## src/sis_pkg.sv

```systemverilog
// Shared constants, register map and carrier types for the scan interrupt sequencer
package sis_pkg;
    // ----------------------------------------
    // Sizes
    // ----------------------------------------
    localparam int N_PERIODIC = 8;
    localparam int N_EDGE = 6;
    localparam int N_SRC = N_PERIODIC + N_EDGE + 1;
    localparam int SRC_COMPARE = N_PERIODIC + N_EDGE;
    localparam int STEP_W = 16;
    localparam int LEN_W = 8;
    localparam int PERIOD_W = 16;
    localparam int WDT_W = 10;
    localparam int ERR_W = 8;
    localparam int EVT_W = 4;
    localparam logic [STEP_W-1:0] FIRST_STEP = 16'h0000;
    // ----------------------------------------
    // Timing: base tick of 2000 cycles, which is 10 us at a 5 ns clock
    // ----------------------------------------
    localparam int TICK_TIME_US = 10000;
    localparam int CLK_PERIOD_PS = 5000;
    localparam int TICK_CYCLES = TICK_TIME_US * 1000 / CLK_PERIOD_PS;
    // ----------------------------------------
    // Register byte offsets
    // ----------------------------------------
    localparam logic [7:0] OFS_CTRL = 8'h00;
    localparam logic [7:0] OFS_LAST_STEP = 8'h04;
    localparam logic [7:0] OFS_ISR_LEN = 8'h08;
    localparam logic [7:0] OFS_SUB_LEN = 8'h0c;
    localparam logic [7:0] OFS_INT_ENABLE = 8'h10;
    localparam logic [7:0] OFS_EDGE_SEL = 8'h14;
    localparam logic [7:0] OFS_WDT_TIME = 8'h18;
    localparam logic [7:0] OFS_STATE = 8'h1c;
    localparam logic [7:0] OFS_PENDING = 8'h20;
    localparam logic [7:0] OFS_ERROR_FLAG = 8'h24;
    localparam logic [7:0] OFS_IRQ_STATUS = 8'h28;
    localparam logic [7:0] OFS_IRQ_MASK = 8'h2c;
    localparam logic [7:0] OFS_PERIOD0 = 8'h40;
    // ----------------------------------------
    // Reset values
    // ----------------------------------------
    localparam logic [STEP_W-1:0] RST_LAST_STEP = 16'h00ff;
    localparam logic [LEN_W-1:0] RST_ISR_LEN = 8'h03;
    localparam logic [LEN_W-1:0] RST_SUB_LEN = 8'h03;
    localparam logic [PERIOD_W-1:0] RST_PERIOD = 16'h0064;
    localparam logic [WDT_W-1:0] RST_WDT_TIME = 10'h014;
    // ----------------------------------------
    // Error flag word fields
    // ----------------------------------------
    localparam int ERR_CPU_FATAL = 0;
    localparam int ERR_CPU_ORDINARY = 1;
    localparam int ERR_CONFIG = 2;
    localparam int ERR_NUMERIC = 3;
    localparam int ERR_WATCHDOG = 4;
    localparam int ERR_IO_LOST = 5;
    localparam int ERR_EXT_FATAL = 6;
    localparam int ERR_EXT_ORDINARY = 7;
    localparam logic [ERR_W-1:0] ERR_FATAL_MASK = 8'h75;
    // Interrupt status events
    localparam int EVT_SCAN_DONE = 0;
    localparam int EVT_ISR_START = 1;
    localparam int EVT_FATAL = 2;
    localparam int EVT_ORDINARY = 3;
    // Edge select codes
    localparam logic [1:0] EDGE_RISE = 2'h1;
    localparam logic [1:0] EDGE_FALL = 2'h2;
    localparam logic [1:0] EDGE_BOTH = 2'h3;
    // ----------------------------------------
    // Types
    // ----------------------------------------
    typedef enum logic [3:0] {
        ST_STOP = 4'b0001,
        ST_SCAN = 4'b0010,
        ST_INTR = 4'b0100,
        ST_SUB = 4'b1000
    } sis_state_t;
    typedef struct packed {
        logic cpu_fatal;
        logic cpu_ordinary;
        logic config_mismatch;
        logic numeric;
        logic io_lost;
        logic ext_fatal;
        logic ext_ordinary;
    } sis_err_t;
    typedef struct packed {
        sis_state_t state;
        logic [STEP_W-1:0] step;
        logic [3:0] active_src;
        logic scan_start;
        logic isr_start;
    } sis_status_t;
endpackage

```

## src/sis_period_timer.sv

```systemverilog
// Eight independent periodic interrupt timers counting base ticks
`timescale 1ns/1ps
module sis_period_timer
    import sis_pkg::*;
#(
    parameter int N = N_PERIODIC,
    parameter int W = PERIOD_W
) (
    input wire logic hclk,
    input wire logic hresetn,
    input wire logic tick,
    input wire logic run,
    input wire logic [N-1:0] enable,
    input wire logic [N*W-1:0] period,
    output logic [N-1:0] fire
);
    genvar i;
    generate
        for (i = 0; i < N; i++) begin : g_ch
            logic [W-1:0] cnt;
            // Reload-and-fire counter; a zero period never fires
            always_ff @(posedge hclk or negedge hresetn) begin
                if (!hresetn) begin
                    cnt <= '0;
                    fire[i] <= 1'b0;
                end else begin
                    fire[i] <= 1'b0;
                    if (!run || !enable[i]) begin
                        cnt <= '0;
                    end else if (tick) begin
                        if (cnt + 1'b1 >= period[i*W +: W] && period[i*W +: W] != '0) begin
                            cnt <= '0;
                            fire[i] <= 1'b1;
                        end else begin
                            cnt <= cnt + 1'b1;
                        end
                    end
                end
            end
        end
    endgenerate
endmodule

```

## src/sis_edge_detect.sv

```systemverilog
// Per-input edge detection with rise, fall or both selection
`timescale 1ns/1ps
module sis_edge_detect
    import sis_pkg::*;
#(
    parameter int N = N_EDGE
) (
    input wire logic hclk,
    input wire logic hresetn,
    input wire logic [N-1:0] din,
    input wire logic [2*N-1:0] sel,
    output logic [N-1:0] hit
);
    logic [N-1:0] prev;

    // Previous sample for edge comparison
    always_ff @(posedge hclk or negedge hresetn) begin
        if (!hresetn) begin
            prev <= '0;
        end else begin
            prev <= din;
        end
    end

    genvar i;
    generate
        for (i = 0; i < N; i++) begin : g_in
            // Zero selection code disables the input
            assign hit[i] = (sel[2*i] & din[i] & ~prev[i]) | (sel[2*i+1] & ~din[i] & prev[i]);
        end
    endgenerate
endmodule

```

## src/sis_sequencer.sv

```systemverilog
// Scan sequencer with interrupt pre-emption, subroutine calls and error handling
//
// Local design decisions: the register addresses and the AHB-Lite register port.
`timescale 1ns/1ps
// Function
// - The main program steps once per scan from step 0 through the last step and then wraps.
// - An interrupt suspends the scan, runs its routine to the end and resumes at the same step.
// - Each periodic interrupt recurs at its own interval counted in 10 ms units; here the unit is the base tick of 2000 cycles, 10 us at a 5 ns clock.
// - Up to eight periodic interrupt sources exist, each with its own period.
// - Up to six external inputs can raise input-edge interrupts.
// - Each input-edge interrupt detects rising, falling or both edges as selected.
// - The counter-compare routine starts whenever the counter drives its match signal.
// - A subroutine runs only when the main program calls it.
// - Every error is either fatal and halts, or ordinary and only warns.
// - Any error is recorded in the flags before the stop-or-continue decision.
// - A CPU defect forces the stopped state while an ordinary CPU fault lets running go on.
// - A configuration mismatch is flagged and forces the stopped state.
// - The current error state is kept in one readable error flag word.
// - Numeric errors only set flags, while watchdog expiry or loss of I/O control stop the device.
module sis_sequencer
    import sis_pkg::*;
#(
    parameter int TICK_COUNT = TICK_CYCLES
) (
    input wire logic hclk,
    input wire logic hresetn,
    input wire logic hsel,
    input wire logic [31:0] haddr,
    input wire logic [1:0] htrans,
    input wire logic hwrite,
    input wire logic [2:0] hsize,
    input wire logic [31:0] hwdata,
    input wire logic hready,
    output logic hreadyout,
    output logic hresp,
    output logic [31:0] hrdata,
    input wire logic [N_EDGE-1:0] input_edge_interrupt,
    input wire logic counter_compare_interrupt,
    input wire logic call_req,
    input wire sis_err_t err_in,
    output sis_status_t status,
    output logic irq
);
    // ----------------------------------------
    // Registers and state
    // ----------------------------------------
    logic run;
    logic [STEP_W-1:0] last_step;
    logic [LEN_W-1:0] isr_len;
    logic [LEN_W-1:0] sub_len;
    logic [N_SRC-1:0] int_enable;
    logic [2*N_EDGE-1:0] edge_sel;
    logic [WDT_W-1:0] wdt_time;
    logic [N_PERIODIC*PERIOD_W-1:0] period;
    logic [ERR_W-1:0] error_code_flag;
    logic [EVT_W-1:0] irq_status;
    logic [EVT_W-1:0] irq_mask;
    logic [N_SRC-1:0] pending;
    sis_state_t state;
    logic [STEP_W-1:0] step;
    logic [LEN_W-1:0] run_cnt;
    logic [3:0] active_src;
    logic [31:0] tick_cnt;
    logic tick;
    logic [WDT_W-1:0] wdt_cnt;
    logic scan_done;
    logic isr_start;

    // Bus address phase capture
    logic wr_pend;
    logic [7:0] wr_addr;

    // ----------------------------------------
    // Helpers
    // ----------------------------------------
    // Lowest set index wins; index is the priority number
    function automatic logic [4:0] pick_lowest(input logic [N_SRC-1:0] req);
        logic [4:0] r;
        r = '0;
        for (int k = N_SRC - 1; k >= 0; k--) begin
            if (req[k]) begin
                r = {1'b1, 4'(k)};
            end
        end
        return r;
    endfunction

    // Write-one-to-clear with set winning over clear
    function automatic logic [7:0] sticky(input logic [7:0] cur, input logic [7:0] set, input logic [7:0] clr);
        return (cur & ~clr) | set;
    endfunction

    // ----------------------------------------
    // Interrupt sources
    // ----------------------------------------
    logic [N_PERIODIC-1:0] periodic_fire;
    logic [N_EDGE-1:0] edge_hit;
    logic [N_SRC-1:0] raised;
    logic [4:0] pick;

    sis_period_timer #(
        .N(N_PERIODIC),
        .W(PERIOD_W)
    ) u_period (
        .hclk(hclk),
        .hresetn(hresetn),
        .tick(tick),
        .run(state != ST_STOP),
        .enable(int_enable[N_PERIODIC-1:0]),
        .period(period),
        .fire(periodic_fire)
    );

    sis_edge_detect #(
        .N(N_EDGE)
    ) u_edge (
        .hclk(hclk),
        .hresetn(hresetn),
        .din(input_edge_interrupt),
        .sel(edge_sel),
        .hit(edge_hit)
    );

    // Source vector: periodic, then input edges, then counter compare
    assign raised = {counter_compare_interrupt, edge_hit & int_enable[N_PERIODIC +: N_EDGE],
                     periodic_fire};
    assign pick = pick_lowest(pending);

    // Base tick generator, shared by timers and the watchdog
    always_ff @(posedge hclk or negedge hresetn) begin
        if (!hresetn) begin
            tick_cnt <= '0;
            tick <= 1'b0;
        end else begin
            tick <= (tick_cnt == 32'(TICK_COUNT - 1));
            tick_cnt <= (tick_cnt == 32'(TICK_COUNT - 1)) ? '0 : tick_cnt + 32'h0000_0001;
        end
    end

    // ----------------------------------------
    // Errors
    // ----------------------------------------
    logic [ERR_W-1:0] err_set;
    logic wdt_expire;
    logic fatal_now;

    assign wdt_expire = (state != ST_STOP) && (wdt_time != '0) && (wdt_cnt >= wdt_time);
    assign err_set = {err_in.ext_ordinary, err_in.ext_fatal, err_in.io_lost, wdt_expire,
                      err_in.numeric, err_in.config_mismatch, err_in.cpu_ordinary,
                      err_in.cpu_fatal};
    assign fatal_now = |(err_set & ERR_FATAL_MASK);

    // Watchdog restarts when the scan wraps from the last step to step 0, not at a subroutine return, and is held at zero when stopped
    always_ff @(posedge hclk or negedge hresetn) begin
        if (!hresetn) begin
            wdt_cnt <= '0;
        end else if (state == ST_STOP || scan_done) begin
            wdt_cnt <= '0;
        end else if (tick && !wdt_expire) begin
            wdt_cnt <= wdt_cnt + 1'b1;
        end
    end

    // ----------------------------------------
    // Sequencer
    // ----------------------------------------
    logic at_last;
    logic run_done;
    assign at_last = (step == last_step);
    assign run_done = (run_cnt == isr_len && state == ST_INTR) || (run_cnt == sub_len && state == ST_SUB);
    assign scan_done = (state == ST_SCAN) && !pick[4] && !call_req && at_last;
    assign isr_start = (state == ST_SCAN) && pick[4] && !fatal_now && run;

    // State: fatal errors and a cleared run bit override everything
    always_ff @(posedge hclk or negedge hresetn) begin
        if (!hresetn) begin
            state <= ST_STOP;
        end else if (fatal_now || !run) begin
            state <= ST_STOP;
        end else begin
            case (state)
                ST_STOP: begin
                    if ((error_code_flag & ERR_FATAL_MASK) == '0) begin
                        state <= ST_SCAN;
                    end
                end
                ST_SCAN: begin
                    if (pick[4]) begin
                        state <= ST_INTR;
                    end else if (call_req) begin
                        state <= ST_SUB;
                    end
                end
                ST_INTR: begin
                    if (run_done) begin
                        state <= ST_SCAN;
                    end
                end
                ST_SUB: begin
                    if (run_done) begin
                        state <= ST_SCAN;
                    end
                end
                default: begin
                    state <= ST_STOP;
                end
            endcase
        end
    end

    // Step pointer: held while a routine runs; the scan resumes at the same step after an interrupt and at the next step after a subroutine
    always_ff @(posedge hclk or negedge hresetn) begin
        if (!hresetn) begin
            step <= FIRST_STEP;
        end else if (state == ST_STOP) begin
            step <= FIRST_STEP;
        end else if (!fatal_now && run) begin
            if ((state == ST_SCAN && !pick[4] && !call_req) || (state == ST_SUB && run_done)) begin
                step <= at_last ? FIRST_STEP : step + 1'b1;
            end
        end
    end

    // Routine length counter for interrupt routines and subroutines
    always_ff @(posedge hclk or negedge hresetn) begin
        if (!hresetn) begin
            run_cnt <= '0;
        end else if (state == ST_INTR || state == ST_SUB) begin
            run_cnt <= run_done ? '0 : run_cnt + 1'b1;
        end else begin
            run_cnt <= '0;
        end
    end

    // Source being served; pending requests wait for the routine to finish
    always_ff @(posedge hclk or negedge hresetn) begin
        if (!hresetn) begin
            active_src <= '0;
            pending <= '0;
        end else begin
            if (isr_start) begin
                active_src <= pick[3:0];
            end
            if (state == ST_STOP) begin
                pending <= '0;
            end else if (isr_start) begin
                pending <= (pending & ~(N_SRC'(1) << pick[3:0])) | raised;
            end else begin
                pending <= pending | raised;
            end
        end
    end

    // Status outputs come from flip-flops
    always_ff @(posedge hclk or negedge hresetn) begin
        if (!hresetn) begin
            status <= '{state: ST_STOP, step: FIRST_STEP, active_src: 4'h0, scan_start: 1'b0, isr_start: 1'b0};
        end else begin
            status.state <= state;
            status.step <= step;
            status.active_src <= active_src;
            status.scan_start <= scan_done;
            status.isr_start <= isr_start;
        end
    end

    // ----------------------------------------
    // AHB-Lite slave, zero wait states
    // ----------------------------------------
    logic addr_ok;
    logic [7:0] a;
    logic wr_now;
    logic [31:0] rd_mux;
    logic [ERR_W-1:0] err_clr;
    logic [EVT_W-1:0] irq_clr;
    logic [EVT_W-1:0] evt_set;

    assign hreadyout = 1'b1;
    assign hresp = 1'b0;
    assign addr_ok = hsel && htrans[1] && hready;
    assign a = haddr[7:0];
    assign wr_now = wr_pend;
    assign err_clr = (wr_now && wr_addr == OFS_ERROR_FLAG) ? hwdata[ERR_W-1:0] : '0;
    assign irq_clr = (wr_now && wr_addr == OFS_IRQ_STATUS) ? hwdata[EVT_W-1:0] : '0;
    assign evt_set = {|(err_set & ~ERR_FATAL_MASK), fatal_now, isr_start, scan_done};

    // Address phase capture for writes
    always_ff @(posedge hclk or negedge hresetn) begin
        if (!hresetn) begin
            wr_pend <= 1'b0;
            wr_addr <= '0;
        end else begin
            wr_pend <= addr_ok && hwrite;
            wr_addr <= a;
        end
    end

    // Read decode; unmapped offsets read zero
    always_comb begin
        rd_mux = '0;
        case (a)
            OFS_CTRL: rd_mux[0] = run;
            OFS_LAST_STEP: rd_mux[STEP_W-1:0] = last_step;
            OFS_ISR_LEN: rd_mux[LEN_W-1:0] = isr_len;
            OFS_SUB_LEN: rd_mux[LEN_W-1:0] = sub_len;
            OFS_INT_ENABLE: rd_mux[N_SRC-1:0] = int_enable;
            OFS_EDGE_SEL: rd_mux[2*N_EDGE-1:0] = edge_sel;
            OFS_WDT_TIME: rd_mux[WDT_W-1:0] = wdt_time;
            OFS_STATE: rd_mux = {4'h0, active_src, 4'h0, state, step};
            OFS_PENDING: rd_mux[N_SRC-1:0] = pending;
            OFS_ERROR_FLAG: rd_mux[ERR_W-1:0] = error_code_flag;
            OFS_IRQ_STATUS: rd_mux[EVT_W-1:0] = irq_status;
            OFS_IRQ_MASK: rd_mux[EVT_W-1:0] = irq_mask;
            default: begin
                if (a >= OFS_PERIOD0 && a < OFS_PERIOD0 + 8'(4 * N_PERIODIC) && a[1:0] == 2'h0) begin
                    rd_mux[PERIOD_W-1:0] = period[3'(a[4:2]) * PERIOD_W +: PERIOD_W];
                end
            end
        endcase
    end

    // Read data registered at the end of the address phase
    always_ff @(posedge hclk or negedge hresetn) begin
        if (!hresetn) begin
            hrdata <= '0;
        end else if (addr_ok && !hwrite) begin
            hrdata <= rd_mux;
        end
    end

    // Configuration writes during the data phase
    always_ff @(posedge hclk or negedge hresetn) begin
        if (!hresetn) begin
            run <= 1'b0;
            last_step <= RST_LAST_STEP;
            isr_len <= RST_ISR_LEN;
            sub_len <= RST_SUB_LEN;
            int_enable <= '0;
            edge_sel <= '0;
            wdt_time <= RST_WDT_TIME;
            irq_mask <= '0;
            period <= {N_PERIODIC{RST_PERIOD}};
        end else if (wr_now) begin
            case (wr_addr)
                OFS_CTRL: run <= hwdata[0];
                OFS_LAST_STEP: last_step <= hwdata[STEP_W-1:0];
                OFS_ISR_LEN: isr_len <= hwdata[LEN_W-1:0];
                OFS_SUB_LEN: sub_len <= hwdata[LEN_W-1:0];
                OFS_INT_ENABLE: int_enable <= hwdata[N_SRC-1:0];
                OFS_EDGE_SEL: edge_sel <= hwdata[2*N_EDGE-1:0];
                OFS_WDT_TIME: wdt_time <= hwdata[WDT_W-1:0];
                OFS_IRQ_MASK: irq_mask <= hwdata[EVT_W-1:0];
                default: begin
                    if (wr_addr >= OFS_PERIOD0 && wr_addr < OFS_PERIOD0 + 8'(4 * N_PERIODIC)
                        && wr_addr[1:0] == 2'h0) begin
                        period[3'(wr_addr[4:2]) * PERIOD_W +: PERIOD_W] <= hwdata[PERIOD_W-1:0];
                    end
                end
            endcase
        end
    end

    // Sticky error flags and interrupt status; a new event beats a same-cycle clear
    always_ff @(posedge hclk or negedge hresetn) begin
        if (!hresetn) begin
            error_code_flag <= '0;
            irq_status <= '0;
        end else begin
            error_code_flag <= sticky(error_code_flag, err_set, err_clr);
            irq_status <= EVT_W'(sticky({4'h0, irq_status}, {4'h0, evt_set}, {4'h0, irq_clr}));
        end
    end

    // Level interrupt while any unmasked event is held
    assign irq = |(irq_status & irq_mask);
endmodule

```

## config.mk

```make
export PLATFORM = sky130hd
export DESIGN_NAME = sis_sequencer
export DESIGN_NICKNAME = d
export VERILOG_FILES = /design/src/sis_pkg.sv /design/src/sis_period_timer.sv /design/src/sis_edge_detect.sv /design/src/sis_sequencer.sv
export SDC_FILE = /design/constraint.sdc
export NUM_CORES = 1
export LEC_CHECK = 0
export ABC_AREA = 1
export BUFFER_PORTS_ARGS = -buffer_cell sky130_fd_sc_hd__buf_2
export CORE_MARGIN = 2
export CORE_UTILIZATION = 40
export DETAILED_ROUTE_END_ITERATION = 12
export PLACE_DENSITY = 0.54
export SLEW_MARGIN = 20
export SYNTH_ARGS = -nofsm -noshare
export SYNTH_HDL_FRONTEND = slang
export SYNTH_SLANG_ARGS = --single-unit
```

## constraint.sdc

```tcl
create_clock -name hclk -period 6.5 [get_ports hclk]
set_input_delay 0.65 -clock hclk [delete_from_list [all_inputs] [get_ports hclk]]
set_output_delay 0.65 -clock hclk [all_outputs]
set_load 0.03 [all_outputs]
```

==> impl_metrics.csv, run 1 <==
group,metric,value,unit
setup_path,cp_max_fo,17,
routing,drc,0,
synthesis,netlist_area,0.0287,sq mm
setup_path,worstPathArrival,4240,ps
setup_path,r2r-end,"u_period.g_ch[0].cnt[15]",
finish,synthToLayoutAreaGrowth,12.4,%
placement,hpwl,67400,um
global_route,antenna_found_initial,2,
synthesis,synth-seq-cells,505,
routing,vias,24600,
clocking,holdBufCountCts,0,
setup_path,r2r_slack,2780,ps
clocking,cts_setup_buffers,0,
routing,drt-total-wl,90900,um
synthesis,ys.flop_type,"dfrtp_1",
global_route,grt-ovfl-total,0,
placement,postPlaceCellArea,0.0302,sq mm
clocking,root_buffer,"clkbuf_16",
global_route,grt_max_degree,165,
setup_path,crit_type,"reg2reg",
synthesis,synth.yosys.warnings,0,
routing,ant_nets,0,
routing,drt_iter0_drc,2511,
clocking,clkTransAtPathRegs,60,ps
finish,stdcell_count,4600,
synthesis,ys_seq_area_frac,0.442,
clocking,cts_max_level,2,
sta,max_freq,269,MHz
synthesis,avgSynthCellArea,8.14,sq um
floorplanning,core_area,0.0712,sq mm
synthesis,yosysUniqueCellTypes,61,
sta,tightest_slew,1090,ps
clocking,cts_made_buffers,59,
floorplanning,die_h,272,um
floorplanning,die_x,272,um
placement,routabilityCongestion,0.921,
finish,final_common_cell,"nand2_1",
setup_path,r2r_start,"u_period.g_ch[0].cnt[0]",
sta,drv_slew,0,
finish,drive_above_1_share,0.104,
power_and_ir_drop,leakage,16.7,nW
run_status,status,"completed",
worst_hold_path,hold_path.class,"in2async",
sta,rsz0062_at_grt,"no",
floorplanning,initial_core_util,0.403,
global_route,grt_pass1_wl,141000,um
sta,fin_skew,40.0,ps
synthesis,synth-edff-count,0,
sta,slew_headroom,0.267,
floorplanning,dieArea,0.0740,sq mm
placement,io_buffer_count,95,
setup_path,worstPathRequired,7020,ps
routing,drt-wirelength-per-cell,19.8,um
routing,dr.pass1.iters,8,
clocking,cts_tree,"yes",
clocking,cts_resized,0,
sta,hold_ws,6.33,ps
placement,dp.cells,4488,
sta,setup_viol,0,
setup_path,startpoint_type,"flip-flop",
finish,stdcell_area,0.0323,sq mm
floorplanning,num_rows,98,
sta,finalCritPeriodShare,0.572,
setup_path,r2r_cells,17,
clocking,clock_sinks,505,
synthesis,async_reset_ff_frac,1.00,
setup_path,endpoint_kind,"flip-flop",
sta,finalHoldViolations,0,
flow_run,maxCapViolCount,0,
global_route,grt_usage,0.246,
clocking,clk_latency,660,ps
global_route,grt_pass1_vias,23200,
power_and_ir_drop,max-vdd-ir-drop,0.219,mV
sta,tns,0,ps
floorplanning,boundaryPins,150,
routing,via_per_inst,5.34,
clocking,cts_buffer_depth,3,
sta,period_minus_slack,3720,ps
synthesis,syn_inst,3526,
power_and_ir_drop,pwr_density_cell,219,mW/mm^2
finish,layout.nets,3844,
finish,final_cell_mix,"nand2_1, inv_1, dfrtp_1",
-- sequential cells by signal (all words and copies together), names as in the netlist, 16 cells and up --
register,count
status,26
hrdata,24
tick_cnt,32
step,16
last_step,16
period,128
u_period.g_ch.cnt,128
-- cell usage after synthesis, types with 8 or more instances --
cell type / count / share of area
nand2_1: 660 / 0.086
inv_1: 532 / 0.070
dfrtp_1: 465 / 0.41
o21ai_0: 305 / 0.053
nand3_1: 225 / 0.039
nor2_1: 212 / 0.028
a21oi_1: 156 / 0.027
ha_1: 155 / 0.068
xor2_1: 133 / 0.041
nand4_1: 101 / 0.022
o22ai_1: 89 / 0.019
clkbuf_1: 78 / 0.010
o21ai_1: 47 / 0.0082
nor3_1: 44 / 0.0077
dfstp_2: 40 / 0.037
nor3_2: 33 / 0.012
nor4_1: 23 / 0.0050
buf_2: 19 / 0.0033
inv_2: 18 / 0.0024
xnor2_1: 18 / 0.0055
nand3_2: 14 / 0.0049
a221oi_1: 12 / 0.0037
buf_4: 12 / 0.0031
o31ai_1: 9 / 0.0024
a31oi_1: 8 / 0.0017
-- per-layer routing --
layer | global-route usage | share of wire
met2 | 0.365 | 0.43
met3 | 0.0433 | 0.072
met5 | 0 | 0.00028
met1 | 0.360 | 0.46
met4 | 0.0879 | 0.035
-- power breakdown --
part,switching [mW],internal (mW),leakage (nW)
Combinational,0.263,0.0698,9.68
Clock,1.41,2.11,1.02
Sequential,0.0388,3.18,6.02
Total,1.71,5.36,16.7
-- stage by stage --
step	setup WS, ps	util	power (mW)
3_3_place_gp	2830	0.423	3.60
2_1_floorplan	3330	-	3.41
3_5_place_dp	2810	0.423	3.60
5_1_grt	2380	0.453	7.31
4_1_cts	2770	0.452	7.13
6_report	2780	0.453	7.07
-- cell type report --
type,instances,area [sq um]
clock buffers,91,1770
clock inverters,19,309
well taps,950,1190
inverters,553,2080
diodes,1,2.50
fillers,7094,39000
repair buffers,121,709
flip-flops and latches,505,12700
multi-input cells,2360,13500
-- kinds of logic after synthesis --
family | after synthesis | share of synthesized area
AO/OA/AOI/OAI | 681 | 0.133
XOR/XNOR | 152 | 0.0466
adder cells (fa/ha/maj) | 155 | 0.0675
buffers and inverters | 669 | 0.0898
flip-flops | 505 | 0.442
other | 2 | 0.000262
AND/OR/NAND/NOR | 1362 | 0.221
-- worst max path at each step --
stage	to	cells past startpoint	start	slack, ps
floorplan	u_period.g_ch[0].cnt[10]	18	u_period.g_ch[0].cnt[0]	3330
CTS	u_period.g_ch[0].cnt[15]	17	u_period.g_ch[0].cnt[0]	2770
global placement	u_period.g_ch[0].cnt[15]	17	u_period.g_ch[0].cnt[0]	2830
global route	u_period.g_ch[0].cnt[15]	17	u_period.g_ch[0].cnt[0]	2380
detailed placement	u_period.g_ch[0].cnt[15]	17	u_period.g_ch[0].cnt[0]	2810
finish	u_period.g_ch[0].cnt[15]	17	u_period.g_ch[0].cnt[0]	2780
-- critical path: stages, from the launching register on --
cell     delay, ps
dfrtp_1        430
ha_1           210
nand3_1        130
nor3_2         210
nand3_1        140
nor2_1         120
nand2_1        100
nor3_2         190
nand3_1        120
xnor2_1        180
ha_1           290
nand2_1         60
nor2_1         130
nand4_1        120
o41ai_1        580
o41ai_4        360
nand3_1        170
nand2_1         50
Note: power is estimated with default switching activity, not from simulation.
==> run 2, diff against run 1 <==
Settings changed: PLACE_DENSITY 0.54 to 0.56.
Clock period 6.5 ns to 3.2 ns, I/O delays scaled along.
==> run 2 against run 1 <==
Effect of this change:
- the run now ends with setup timing left
- clock power is 99% higher
- combinational power increased by 130%
- core utilization grew 3.6 points
- non-clock buffer count is 167 higher
- sequential share of layout area shrank 2.9 points
- clock skew grew 17 ps
- power is 100% higher
- final area rose by 8.0%
- final cell count rose by 3.8%
- worst setup slack got worse by 2800 ps
- largest cell class unchanged
==> impl_metrics.csv, run 2 (synthesis results as in run 1) <==
group,metric,value,unit
worst_hold_path,hold_path.class,"in2reg",
finish,final_common_cell,"nand2_1",
floorplanning,initial_core_util,0.403,
global_route,grt_max_degree,99,
placement,io_buffer_count,95,
routing,drt-total-wl,94300,um
run_status,violations,"setup timing",
sta,max_freq,307,MHz
clocking,clkTransAtPathRegs,60,ps
setup_path,cp_max_fo,8,
floorplanning,die_x,272,um
sta,drv_slew,0,
sta,slew_headroom,0.305,
finish,drive_above_1_share,0.174,
routing,dr.pass1.iters,6,
global_route,grt-ovfl-total,0,
routing,ant_nets,0,
routing,drt-wirelength-per-cell,19.7,um
floorplanning,boundaryPins,150,
setup_path,worstPathArrival,3770,ps
routing,vias,25600,
clocking,cts_buffer_depth,3,
setup_path,startpoint_type,"flip-flop",
clocking,clock_sinks,505,
routing,drc,0,
sta,finalHoldViolations,0,
setup_path,worstPathRequired,3710,ps
clocking,clk_latency,660,ps
floorplanning,num_rows,98,
run_status,status,"finished with violations",
floorplanning,die_h,272,um
setup_path,path_cells,"ha_4, nand3_4, nor3_4, nand3_2, nor3_4, nand3_2, nor3_2, xor2_1, inv_1, ha_1, nand2_1, inv_1, nand3_2, nor3_2, nand3_1, nand3_4, o41ai_4, nand4_1, o21ai_1",
sta,tns,-358,ps
global_route,antenna_found_initial,3,
sta,fin_skew,56.6,ps
setup_path,crit_top_cell,"nand3_2",
power_and_ir_drop,pwr_density_cell,411,mW/mm^2
power_and_ir_drop,max-vdd-ir-drop,0.398,mV
global_route,grt_pass1_wl,142000,um
routing,via_per_inst,5.35,
flow_run,maxCapViolCount,0,
floorplanning,core_area,0.0712,sq mm
finish,layout.nets,4019,
finish,stdcell_area,0.0348,sq mm
global_route,grt_usage,0.248,
sta,setup_viol,19,
finish,final_cell_mix,"nand2_1, inv_1, dfrtp_1",
setup_path,crit_type,"reg2reg",
placement,hpwl,68400,um
setup_path,endpoint_kind,"flip-flop",
placement,postPlaceCellArea,0.0309,sq mm
setup_path,path_delay_family,"simple AND/OR/NAND/NOR gates",
finish,synthToLayoutAreaGrowth,21.3,%
sta,finalCritPeriodShare,1.02,
setup_path,cp_slowest_cell,"dfrtp_1",
clocking,cts_tree,"yes",
setup_path,path_buf_inv,2,
sta,period_minus_slack,3250,ps
placement,routabilityCongestion,0.977,
floorplanning,dieArea,0.0740,sq mm
setup_path,max_stage_delay,410,ps
sta,rsz0062_at_grt,"yes",
sta,worst_slack,-53.0,ps
clocking,root_buffer,"clkbuf_16",
finish,top_regs,"period x128, u_period.g_ch.cnt x128, tick_cnt x32",
routing,drt_iter0_drc,2116,
finish,utilization,0.489,
sta,tightest_slew,1040,ps
global_route,grt_pass1_vias,24100,
clocking,cts_made_buffers,59,
power_and_ir_drop,leakage,18.0,nW
clocking,cts_max_level,2,
-- run 2: changes by cell type in the layout (fill, tap and decap cells not counted), sizes merged --
cell | previous run | this run
clkbuf | 91 | 92
clkinv | 15 | 18
bufbuf | 0 | 1
dlygate4sd3 | 0 | 29
bufinv | 6 | 5
inv | 550 | 551
buf | 121 | 255
o41ai | 9 | 17
-- run 2: layer usage --
| layer | track usage | vias up | wire [um] |
|---|---|---|---|
| li1 | - | 12200 | - |
| met1 | 0.348 | 12300 | 41900 |
| met2 | 0.387 | 888 | 42600 |
| met3 | 0.0434 | 177 | 6660 |
| met4 | 0.0810 | 2 | 3090 |
| met5 | 0 | - | 13 |
-- run 2: metrics by stage --
step / hold WS, ps / std cells / total power [mW] / setup slack [ps]
after floorplan: 24.4 / 3534 / 6.92 / 32.7
after global placement: 285 / 4568 / 7.34 / -57.5
after detailed placement: 284 / 4568 / 7.34 / -102
after CTS: 6.26 / 4719 / 14.4 / 4.32
after global routing: 29.5 / 4775 / 14.8 / -299
final: 47.9 / 4776 / 14.3 / -53.0
-- run 2: path summary, 6_finish.rpt --
kind,from,to,slack (ps),depth (start not counted)
worst min-delay path,hwdata[10],period[122],50,3
min in group asynchronous,hresetn,status[14],190,2
worst max-delay path,u_period.g_ch[1].cnt[1],u_period.g_ch[1].cnt[3],-50,19
max in group asynchronous,hresetn,u_period.g_ch[6].cnt[5],1930,3
worst min register to register,active_src[3],status[5],380,0
worst max register to register,u_period.g_ch[1].cnt[1],u_period.g_ch[1].cnt[3],-50,19
-- run 2: power by group --
| part | switching [mW] | internal (mW) |
|---|---|---|
| Combinational | 0.574 | 0.198 |
| Sequential | 0.0667 | 6.46 |
| Clock | 2.89 | 4.12 |
| Total | 3.53 | 10.8 |
-- run 2: cell type report --
type,instances,area (sq um)
inverters,553,2080
fillers,6878,36400
flip-flops and latches,505,12700
repair buffers,288,2190
well taps,950,1190
clock inverters,22,303
multi-input cells,2368,14700
diodes,1,2.50
clock buffers,89,1720
-- run 2: timing repair --
action | 4_1_cts | 5_1_grt
cloned | 4 | 10
pin swaps | 10 | 126
hold buffers | 29 | 0
resized for setup | 9 | 249
endpoints found under the hold margin | 80 | 0
setup buffers | 7 | 46
setup endpoints to repair | 44 | 136
-- run 2: worst reg2reg max path, delay by kind of cell, from the launching register on --
family	cells	cell delay (ps)
compound gates	2	240
fa+ha+maj	2	440
buf+inv	2	130
simple gates	12	1710
flops	1	410
xor+xnor	1	210
